--- config.mk ---
export PLATFORM = sky130hd
export DESIGN_NAME = fvc_top
export DESIGN_NICKNAME = d
export VERILOG_FILES = /design/src/hdl/fvc_pkg.sv /design/src/hdl/fvc_sync.sv /design/src/hdl/fvc_gain_dec.sv /design/src/hdl/fvc_top.sv
export VERILOG_INCLUDE_DIRS = /design/src /design/src/hdl
export SDC_FILE = /design/constraint.sdc
export NUM_CORES = 1
export LEC_CHECK = 0
export BUFFER_PORTS_ARGS = -buffer_cell sky130_fd_sc_hd__buf_2
export CORE_MARGIN = 8
export CORE_UTILIZATION = 49
export DETAILED_ROUTE_END_ITERATION = 16
export PLACE_DENSITY = 0.8
export SLEW_MARGIN = 0
export SYNTH_ARGS = -nofsm -noshare
export SYNTH_HDL_FRONTEND = slang
export SYNTH_SLANG_ARGS = --single-unit
--- constraint.sdc ---
create_clock -name CLK -period 1 [get_ports CLK]
set_input_delay 0.05 -clock CLK [delete_from_list [all_inputs] [get_ports CLK]]
set_output_delay 0.05 -clock CLK [all_outputs]
set_load 0.1 [all_outputs]
--- src/hdl/fvc_defs.svh ---
// Constants for the fixed reference control register
`ifndef FVC_DEFS_SVH
`define FVC_DEFS_SVH

// ----------------------------------------------------------------
// Register map
// ----------------------------------------------------------------
`define FVC_ADDR_W          4
`define FVC_REF_CTRL_OFS    4'h0
`define FVC_REF_CTRL_RST    8'h00

// ----------------------------------------------------------------
// Field positions
// ----------------------------------------------------------------
`define FVC_BIT_ENABLE      7
`define FVC_BIT_READY       6
`define FVC_BIT_TEMP_EN     5
`define FVC_BIT_TEMP_RNG    4
`define FVC_CMP_GAIN_HI     3
`define FVC_CMP_GAIN_LO     2
`define FVC_ADC_GAIN_HI     1
`define FVC_ADC_GAIN_LO     0

`endif

--- src/hdl/fvc_pkg.sv ---
// Types shared by the fixed reference control logic
package fvc_pkg;

  // Gain selector codes, same for both paths
  typedef enum logic [1:0] {
    FVC_GAIN_OFF = 2'h0,
    FVC_GAIN_1X  = 2'h1,
    FVC_GAIN_2X  = 2'h2,
    FVC_GAIN_4X  = 2'h3
  } fvc_gain_t;

  // Ready tracking states, Gray along off -> settling -> ready
  typedef enum logic [1:0] {
    FVC_ST_OFF    = 2'h0,
    FVC_ST_SETTLE = 2'h1,
    FVC_ST_READY  = 2'h3
  } fvc_state_t;

endpackage

--- src/hdl/fvc_sync.sv ---
// Two-flop synchroniser for one asynchronous level
`timescale 1ns/1ps
module fvc_sync (
  input  wire logic clk,
  input  wire logic rst,
  input  wire logic ce,
  input  wire logic async_in,
  output logic      sync_out
);
  logic meta_q;
  logic meta_d;
  logic sync_q;
  logic sync_d;

  // Next values; frozen while the enable is low
  always_comb begin
    meta_d = ce ? async_in : meta_q;
    sync_d = ce ? meta_q : sync_q;
  end

  // First stage feeds only the second
  always_ff @(posedge clk) begin
    if (rst) begin
      meta_q <= 1'b0;
      sync_q <= 1'b0;
    end else begin
      meta_q <= meta_d;
      sync_q <= sync_d;
    end
  end

  assign sync_out = sync_q;
endmodule

--- src/hdl/fvc_gain_dec.sv ---
// Registered one-hot decode of a gain selector code
`timescale 1ns/1ps
module fvc_gain_dec
  import fvc_pkg::*;
(
  input  wire logic       clk,
  input  wire logic       rst,
  input  wire logic       ce,
  input  wire logic [1:0] code,
  output logic [2:0]      sel_onehot
);
  logic [2:0] sel_q;
  logic [2:0] sel_d;

  // Off code drives no leg at all
  always_comb begin
    sel_d = sel_q;
    if (ce) begin
      unique case (fvc_gain_t'(code))
        FVC_GAIN_OFF: sel_d = 3'h0;
        FVC_GAIN_1X:  sel_d = 3'h1;
        FVC_GAIN_2X:  sel_d = 3'h2;
        FVC_GAIN_4X:  sel_d = 3'h4;
      endcase
    end
  end

  // Reset leaves the path off
  always_ff @(posedge clk) begin
    if (rst) begin
      sel_q <= 3'h0;
    end else begin
      sel_q <= sel_d;
    end
  end

  assign sel_onehot = sel_q;
endmodule

--- src/hdl/fvc_top.sv ---
// Fixed voltage reference control and status register
//
// Function
// [RULE_01] Bit 7 enables the fixed reference when one, disables it when zero.
// [RULE_02] Bit 6 is a read-only ready flag, one only when the output is usable.
// [RULE_03] On the standard-voltage variant the ready flag always reads one.
// [RULE_04] Bit 5 switches the temperature indicator on or off.
// [RULE_05] Bit 4 picks high temperature range when one, low range when zero.
// [RULE_06] Bits 3:2 set comparator/DAC gain: 11 4x, 10 2x, 01 1x, 00 off.
// [RULE_07] Bits 1:0 set converter gain independently, same code set.
// [RULE_08] All writable bits clear to zero on every reset.
// [RULE_09] Ready stays low after enabling until the analog circuits settle.
// [RULE_10] Writes to ready are ignored; it follows synchronised settle gated by enable.
`timescale 1ns/1ps
`include "fvc_defs.svh"
module fvc_top
  import fvc_pkg::*;
#(
  parameter bit STD_VOLTAGE = 1'b0
)(
  input  wire logic                   CLK,
  input  wire logic                   SYS_RST,
  input  wire logic                   CE,
  input  wire logic [`FVC_ADDR_W-1:0] ADDR,
  input  wire logic [7:0]             WDATA,
  input  wire logic                   WR,
  input  wire logic                   RD,
  output logic [7:0]                  RDATA,
  input  wire logic                   REF_SETTLED,
  output logic                        REFERENCE_ENABLE,
  output logic                        TEMP_INDICATOR_ENABLE,
  output logic                        TEMP_INDICATOR_RANGE,
  output logic [2:0]                  CMP_DAC_GAIN_ONEHOT,
  output logic [2:0]                  CONVERTER_GAIN_ONEHOT
);

  // ----------------------------------------------------------------
  // Writable fields
  // ----------------------------------------------------------------
  logic       enable_q;
  logic       enable_d;
  logic       temp_en_q;
  logic       temp_en_d;
  logic       temp_rng_q;
  logic       temp_rng_d;
  logic [1:0] cmp_gain_q;
  logic [1:0] cmp_gain_d;
  logic [1:0] adc_gain_q;
  logic [1:0] adc_gain_d;
  logic       hit_ctrl;

  assign hit_ctrl = (ADDR == `FVC_REF_CTRL_OFS);

  // Field updates on a write to the control word
  always_comb begin
    enable_d   = enable_q;
    temp_en_d  = temp_en_q;
    temp_rng_d = temp_rng_q;
    cmp_gain_d = cmp_gain_q;
    adc_gain_d = adc_gain_q;
    if (CE && WR && hit_ctrl) begin
      enable_d   = WDATA[`FVC_BIT_ENABLE];                      // [RULE_01]
      temp_en_d  = WDATA[`FVC_BIT_TEMP_EN];                     // [RULE_04]
      temp_rng_d = WDATA[`FVC_BIT_TEMP_RNG];                    // [RULE_05]
      cmp_gain_d = WDATA[`FVC_CMP_GAIN_HI:`FVC_CMP_GAIN_LO];    // [RULE_06]
      adc_gain_d = WDATA[`FVC_ADC_GAIN_HI:`FVC_ADC_GAIN_LO];    // [RULE_07]
    end
  end

  // Every reset returns the writable bits to zero
  always_ff @(posedge CLK) begin
    if (SYS_RST) begin
      enable_q   <= 1'(`FVC_REF_CTRL_RST >> `FVC_BIT_ENABLE);   // [RULE_08]
      temp_en_q  <= 1'b0;
      temp_rng_q <= 1'b0;
      cmp_gain_q <= 2'h0;
      adc_gain_q <= 2'h0;
    end else begin
      enable_q   <= enable_d;
      temp_en_q  <= temp_en_d;
      temp_rng_q <= temp_rng_d;
      cmp_gain_q <= cmp_gain_d;
      adc_gain_q <= adc_gain_d;
    end
  end

  // ----------------------------------------------------------------
  // Ready tracking
  // ----------------------------------------------------------------
  logic       settled_sync;
  fvc_state_t state_q;
  fvc_state_t state_d;

  // Analog settle level comes from outside the clock domain
  fvc_sync u_settle_sync (
    .clk      (CLK),
    .rst      (SYS_RST),
    .ce       (CE),
    .async_in (REF_SETTLED),
    .sync_out (settled_sync)
  );

  // Disable drops ready at once; a stale settle level is not trusted
  always_comb begin
    state_d = state_q;
    if (CE) begin
      unique case (state_q)
        FVC_ST_OFF:    if (enable_q) state_d = FVC_ST_SETTLE;           // [RULE_09]
        FVC_ST_SETTLE: begin
          if (!enable_q) state_d = FVC_ST_OFF;
          else if (settled_sync) state_d = FVC_ST_READY;                // [RULE_10]
        end
        FVC_ST_READY: begin
          if (!enable_q) state_d = FVC_ST_OFF;
          else if (!settled_sync) state_d = FVC_ST_SETTLE;
        end
        default:       state_d = FVC_ST_OFF;
      endcase
    end
  end

  always_ff @(posedge CLK) begin
    if (SYS_RST) begin
      state_q <= FVC_ST_OFF;
    end else begin
      state_q <= state_d;
    end
  end

  logic ready;
  // Standard-voltage parts report ready unconditionally
  assign ready = STD_VOLTAGE ? 1'b1 : (state_q == FVC_ST_READY);       // [RULE_02] [RULE_03]

  // ----------------------------------------------------------------
  // Read port and outputs
  // ----------------------------------------------------------------
  logic [7:0] rdata_q;
  logic [7:0] rdata_d;
  logic       ref_en_q;
  logic       ref_en_d;
  logic       ind_en_q;
  logic       ind_en_d;
  logic       ind_rng_q;
  logic       ind_rng_d;

  // Read data valid the cycle after the strobe, then held only while CE is low; unmapped reads zero
  always_comb begin
    rdata_d = 8'h00;
    if (CE && RD && hit_ctrl) begin
      rdata_d = {enable_q, ready, temp_en_q, temp_rng_q, cmp_gain_q, adc_gain_q};
    end else if (!CE) begin
      rdata_d = rdata_q;
    end
  end

  // Side outputs lag the register by one cycle so pins never glitch on a write
  always_comb begin
    ref_en_d  = CE ? enable_q : ref_en_q;                              // [RULE_01]
    ind_en_d  = CE ? temp_en_q : ind_en_q;                             // [RULE_04]
    ind_rng_d = CE ? temp_rng_q : ind_rng_q;                           // [RULE_05]
  end

  always_ff @(posedge CLK) begin
    if (SYS_RST) begin
      rdata_q   <= 8'h00;
      ref_en_q  <= 1'b0;
      ind_en_q  <= 1'b0;
      ind_rng_q <= 1'b0;
    end else begin
      rdata_q   <= rdata_d;
      ref_en_q  <= ref_en_d;
      ind_en_q  <= ind_en_d;
      ind_rng_q <= ind_rng_d;
    end
  end

  // Gain legs; one-hot so the analog switch never shorts two taps
  fvc_gain_dec u_cmp_gain (
    .clk        (CLK),
    .rst        (SYS_RST),
    .ce         (CE),
    .code       (cmp_gain_q),
    .sel_onehot (CMP_DAC_GAIN_ONEHOT)
  );                                                                    // [RULE_06]

  fvc_gain_dec u_adc_gain (
    .clk        (CLK),
    .rst        (SYS_RST),
    .ce         (CE),
    .code       (adc_gain_q),
    .sel_onehot (CONVERTER_GAIN_ONEHOT)
  );                                                                    // [RULE_07]

  assign RDATA                 = rdata_q;
  assign REFERENCE_ENABLE      = ref_en_q;
  assign TEMP_INDICATOR_ENABLE = ind_en_q;
  assign TEMP_INDICATOR_RANGE  = ind_rng_q;

endmodule

After elaboration in Yosys (flattened, before gate mapping) --
Cells that the tools add are included.
Storage, ports and cells: flip-flop bits (word level) 28, input port bits 18, output and inout port bits 17, logic and storage cells 45
Cells by class: equal/unequal tests 11, mux-type cells 10, reductions and logical operators 10
Operators by type and width (number):
- 3-bit one-hot mux with 4 select lines | 2
- 8-bit two-way mux | 2
- 2-bit equality test, second input constant | 5
- 2-bit two-way mux | 5
- 2-bit by 1-bit equality test with 1-bit output, second input constant | 3
- 2-bit logical NOT | 3
- 2-bit one-hot mux with 3 select lines | 1
- 1-bit logical AND | 4
- 4-bit logical NOT | 1
- 4-bit AND reduction | 1
- 3-bit by 2-bit != test with 1-bit output, second input constant | 1
- 3-bit != test, second input constant | 1
- 2-bit != test, second input constant | 1
- 2-bit nonzero test | 1

Depth between registers and ports, before layout --
word-level depth 3, depth in mapped cells 4, mapped depth without buffers 3

Cells and area by module --
A second synthesis with hierarchy kept.
Second synthesis, totals: cell total of the unflattened synthesis 111, area total of the unflattened synthesis 1122.3 um^2
Modules (own cells, without submodules):
- fvc_top | instances 1, cells each 81, area each 827.0 um^2, sequential area each 400.4 um^2
- fvc_gain_dec | instances 2, cells each 12, area each 113.9 um^2, sequential area each 60.1 um^2
- fvc_sync | instances 1, cells each 6, area each 67.6 um^2, sequential area each 40.0 um^2

Least setup slack after synthesis --
Ideal clock, no wire load.
path kind reg-to-reg, from register RDATA[6] (netlist name), to register rdata_q[6] (netlist: RDATA[6]), setup time 0.087 ns, arrival 1.385 ns, required time 0.913 ns, path slack -0.472 ns, stages on the path, launching flop included 3, buffers on the path 0, clock period less this slack 1.472 ns, path through dfxtp_1 or3b_1 o31ai_1
RTL lines:
- end signal, assigned | line fvc_top.sv:170 | rdata_q <= rdata_d;
- end, declared | line fvc_top.sv:137 | logic [7:0] rdata_q;

Final worst setup path --
from register u_cmp_gain.sel_q[0] (netlist: u_cmp_gain.sel_onehot[0]), to output port CMP_DAC_GAIN_ONEHOT[0]
RTL lines:
- start, declared | line fvc_gain_dec.sv:12 | logic [2:0] sel_q;
- start signal, assigned | line fvc_gain_dec.sv:33 | sel_q <= sel_d;
- end, declared | line fvc_top.sv:33 | output logic [2:0] CMP_DAC_GAIN_ONEHOT,
No word-level cell between the ends.

==> reports/metrics.csv <==
stage;metric;value;unit
outcome;outcome;complete, no violations;
sta;fmax;1070;MHz
min_path;hold_class;primary input to flip-flop;
die;die_w;63.7;um
worst_setup_path;crit_family;flip-flops;
routing;wl_per_cell;13.8;um
cts;cts.repair.resized;0;
routing;via_per_inst;5.04;
global_route;grt_pass1_vias;1009;
sta;worstMarginPinSlew;0.480;ns
yosys;ys_warn_count;0;
cts;postCtsSetupBuffers;0;
global_route;grt_overflow;0;
finish;multi_input_area;482;um^2
cts;clkTransAtPathRegs;0.14;ns
routing;drt-met1-wl;876;um
finish;layout.nets;173;
place;pre_cts_ws;-0.0112;ns
yosys;syn-num-nets;131;
cts;cts_tree;yes;
worst_setup_path;cp_slowest_cell;dfxtp_2;
worst_setup_path;cp_cell_sequence;buf_12;
cts;cts_buffers;3;
routing;vias;918;
pwr;leakage;0.636;nW
sta;setup_ws;0.0635;ns
die;fp-row-count;17;
global_route;track_usage;12.8;%
routing;drtPass1Iterations;4;
sta;skew;0.00320;ns
worst_setup_path;cp_data_required_time;0.95;ns
place;dpl.cell_count;170;
place;portBuffers;33;
worst_setup_path;cpPeakStageDelay;0.38;ns
global_route;grt_max_degree;35;
min_path;min_path_cells;3;
yosys;ys_seq_area_share;50.3;%
routing;dr_wl_met3;160;um
yosys;syn_avg_cell_area;9.85;um^2
cts;htreeDepth;1;
sta;setup-violations-final;0;
worst_setup_path;worstReg2RegEnd;RDATA[6]$_SDFFE_PP0P_;
min_path;hold_path_end;RDATA[6]$_SDFFE_PP0P_;
global_route;grt_pass1_wl;4.29;mm
finish;regArea;599;um^2
cts;insertion_delay;0.33;ns
sta;min_period_over_period;93.6;%
finish;mostFrequentLayoutCell;nand2b_1;
worst_setup_path;cp.depth;1;
finish;nFillCells;142;
routing;first_iter_violations;11;
worst_setup_path;path_class;flip-flop to primary output;
sta;rsz0062_at_grt;no;
flow_run;cap_violations;0;
finish;diodes;0;
worst_setup_path;reg2reg_from;RDATA[6]$_SDFFE_PP0P_;
worst_setup_path;rrSetupSlack;0.13;ns
die;die-height;63.7;um
yosys;synth-seq-cells;28;
min_path;min-delay-start;RD;
routing;wl_met2;1.44;mm
sta;fin_tns_setup;0;ns
place;place.gp.congestion;0.748;
finish;utilization;78.8;%
finish;drive_gt1_share;39.0;%
worst_setup_path;critPathCaptureType;primary output;
routing;remaining_drc_errors;0;
routing;drtAntennaViolNets;0;
global_route;antenna_found_initial;0;
die;coreArea;0.00219;mm^2
routing;routed_wirelength;2.52;mm
sta;layout_min_cycle_time;0.936;ns
sta;timing.hold.ws;0.0912;ns
worst_setup_path;path_max_fanout;2;
sta;hold_viol;0;
worst_setup_path;r2r_cells;2;
pwr;pwr_density_cell;1050;mW/mm^2
cts;clock-sinks;28;
pwr;peakVddDrop;1.02;mV
sta;relSlewSlack;68.0;%
yosys;syn_inst;113;
worst_setup_path;startpoint_type;flip-flop;
cts;root_buffer;clkbuf_4;
finish;final_cell_mix;21 x nand2b_1, 18 x buf_12, 16 x buf_2, 12 x mux2i_1, 11 x dfxtp_1;
routing;top_layer;met4;
die;start_util;50.8;%
place;hpwl;1.83;mm
die;io_pins;35;
yosys;ys_types;21;
sta;slew_viol_final;0;
worst_setup_path;cp.arrival;0.89;ns
die;die_area;0.00405;mm^2
cts;cts_buffer_depth;2;
worst_setup_path;path_buf_inv;1;
finish;fin_cells;182;
finish;syn_to_final_growth;54.9;%
yosys;syn-cell-area;0.00111;mm^2
[layout make-up]
type | count | area share, %
multi-input combinational | 69 | 27.9
sequential | 28 | 34.7
timing repair buffer | 45 | 31.5
tap | 28 | 2.03
clock buffer | 4 | 2.10
inverter | 8 | 1.74
[how the worst max path moves through the flow]
stage,startpoint,to,slack [ns]
floorplan,RDATA[6]$_SDFFE_PP0P_,RDATA[6]$_SDFFE_PP0P_,-0.17
finish,u_cmp_gain.sel_onehot[0]$_SDFFE_PP0P_,CMP_DAC_GAIN_ONEHOT[0],0.06
global placement,ADDR[1],RDATA[6]$_SDFFE_PP0P_,0.05
global route,u_adc_gain.sel_onehot[1]$_SDFFE_PP0P_,CONVERTER_GAIN_ONEHOT[1],0.01
CTS,u_cmp_gain.sel_onehot[0]$_SDFFE_PP0P_,CMP_DAC_GAIN_ONEHOT[0],0.04
detailed placement,ADDR[1],adc_gain_q[1]$_SDFFE_PP0P_,-0.01
[worst register-to-register path, cell delays in order, from the launching register on]
cell,delay [ns]
dfxtp_2,0.38
or3b_1,0.35
o31ai_1,0.07
[flip-flops by register name (all words and copies together) (netlist names)]
register and flops:
temp_en_q 1, TEMP_INDICATOR_RANGE 1, state_q 2, adc_gain_q 2
TEMP_INDICATOR_ENABLE 1, u_settle_sync.meta_q 1, temp_rng_q 1, u_settle_sync.sync_out 1
cmp_gain_q 2, u_cmp_gain.sel_onehot 3, enable_q 1, u_adc_gain.sel_onehot 3
RDATA 8, REFERENCE_ENABLE 1
[cell families after synthesis]
kind of cell | after synthesis | share of synthesized area, %
buffers and inverters | 16 | 6.40
AOI/OAI and AO/OA | 16 | 9.78
and+or+nand+nor | 41 | 22.7
DFF | 28 | 50.3
muxes | 12 | 10.8
[stage by stage]
stage / cell area, um^2 / total power, mW
CTS: 1730 / 1.84
global placement: 1610 / 1.26
finish: 1730 / 1.81
floorplan: 1150 / 1.22
detailed placement: 1610 / 1.27
global route: 1730 / 1.89
[power by group]
| part | internal, mW | switching, mW |
|---|---|---|
| combinational | 0.0871 | 0.0710 |
| sequential | 1.10 | 0.00666 |
| clock | 0.223 | 0.321 |
| total | 1.42 | 0.398 |
[Yosys cell counts, drive strengths merged]
master  instances  area [um^2]
nand3b          4         30.0
nand4           1         6.26
nor3b           1         12.5
nor2b           1         6.26
dfxtp          28          561
inv             8         30.0
nand2           1         3.75
or3b            1         8.76
clkbuf          1         3.75
buf             7         37.5
o31ai           1         7.51
nor3            1         5.00
nor2            6         22.5
nand2b         21          131
o32ai           7         61.3
a21oi           8         40.0
and3            1         6.26
mux2i          12          120
nand3           3         20.0
[timing repair]
item,CTS,global route
endpoints found under the setup margin,0,0
hold buffers,8,0
hold endpoints to repair,8,0
[metal layers]
layer / GRT usage, % / up-vias
li1: - / 465
met1: 11.3 / 430
met2: 24.7 / 19
met3: 4.59 / 4
met4: 5.85 / 0
met5: 0 / -
Power figures use the tool's default switching activity.
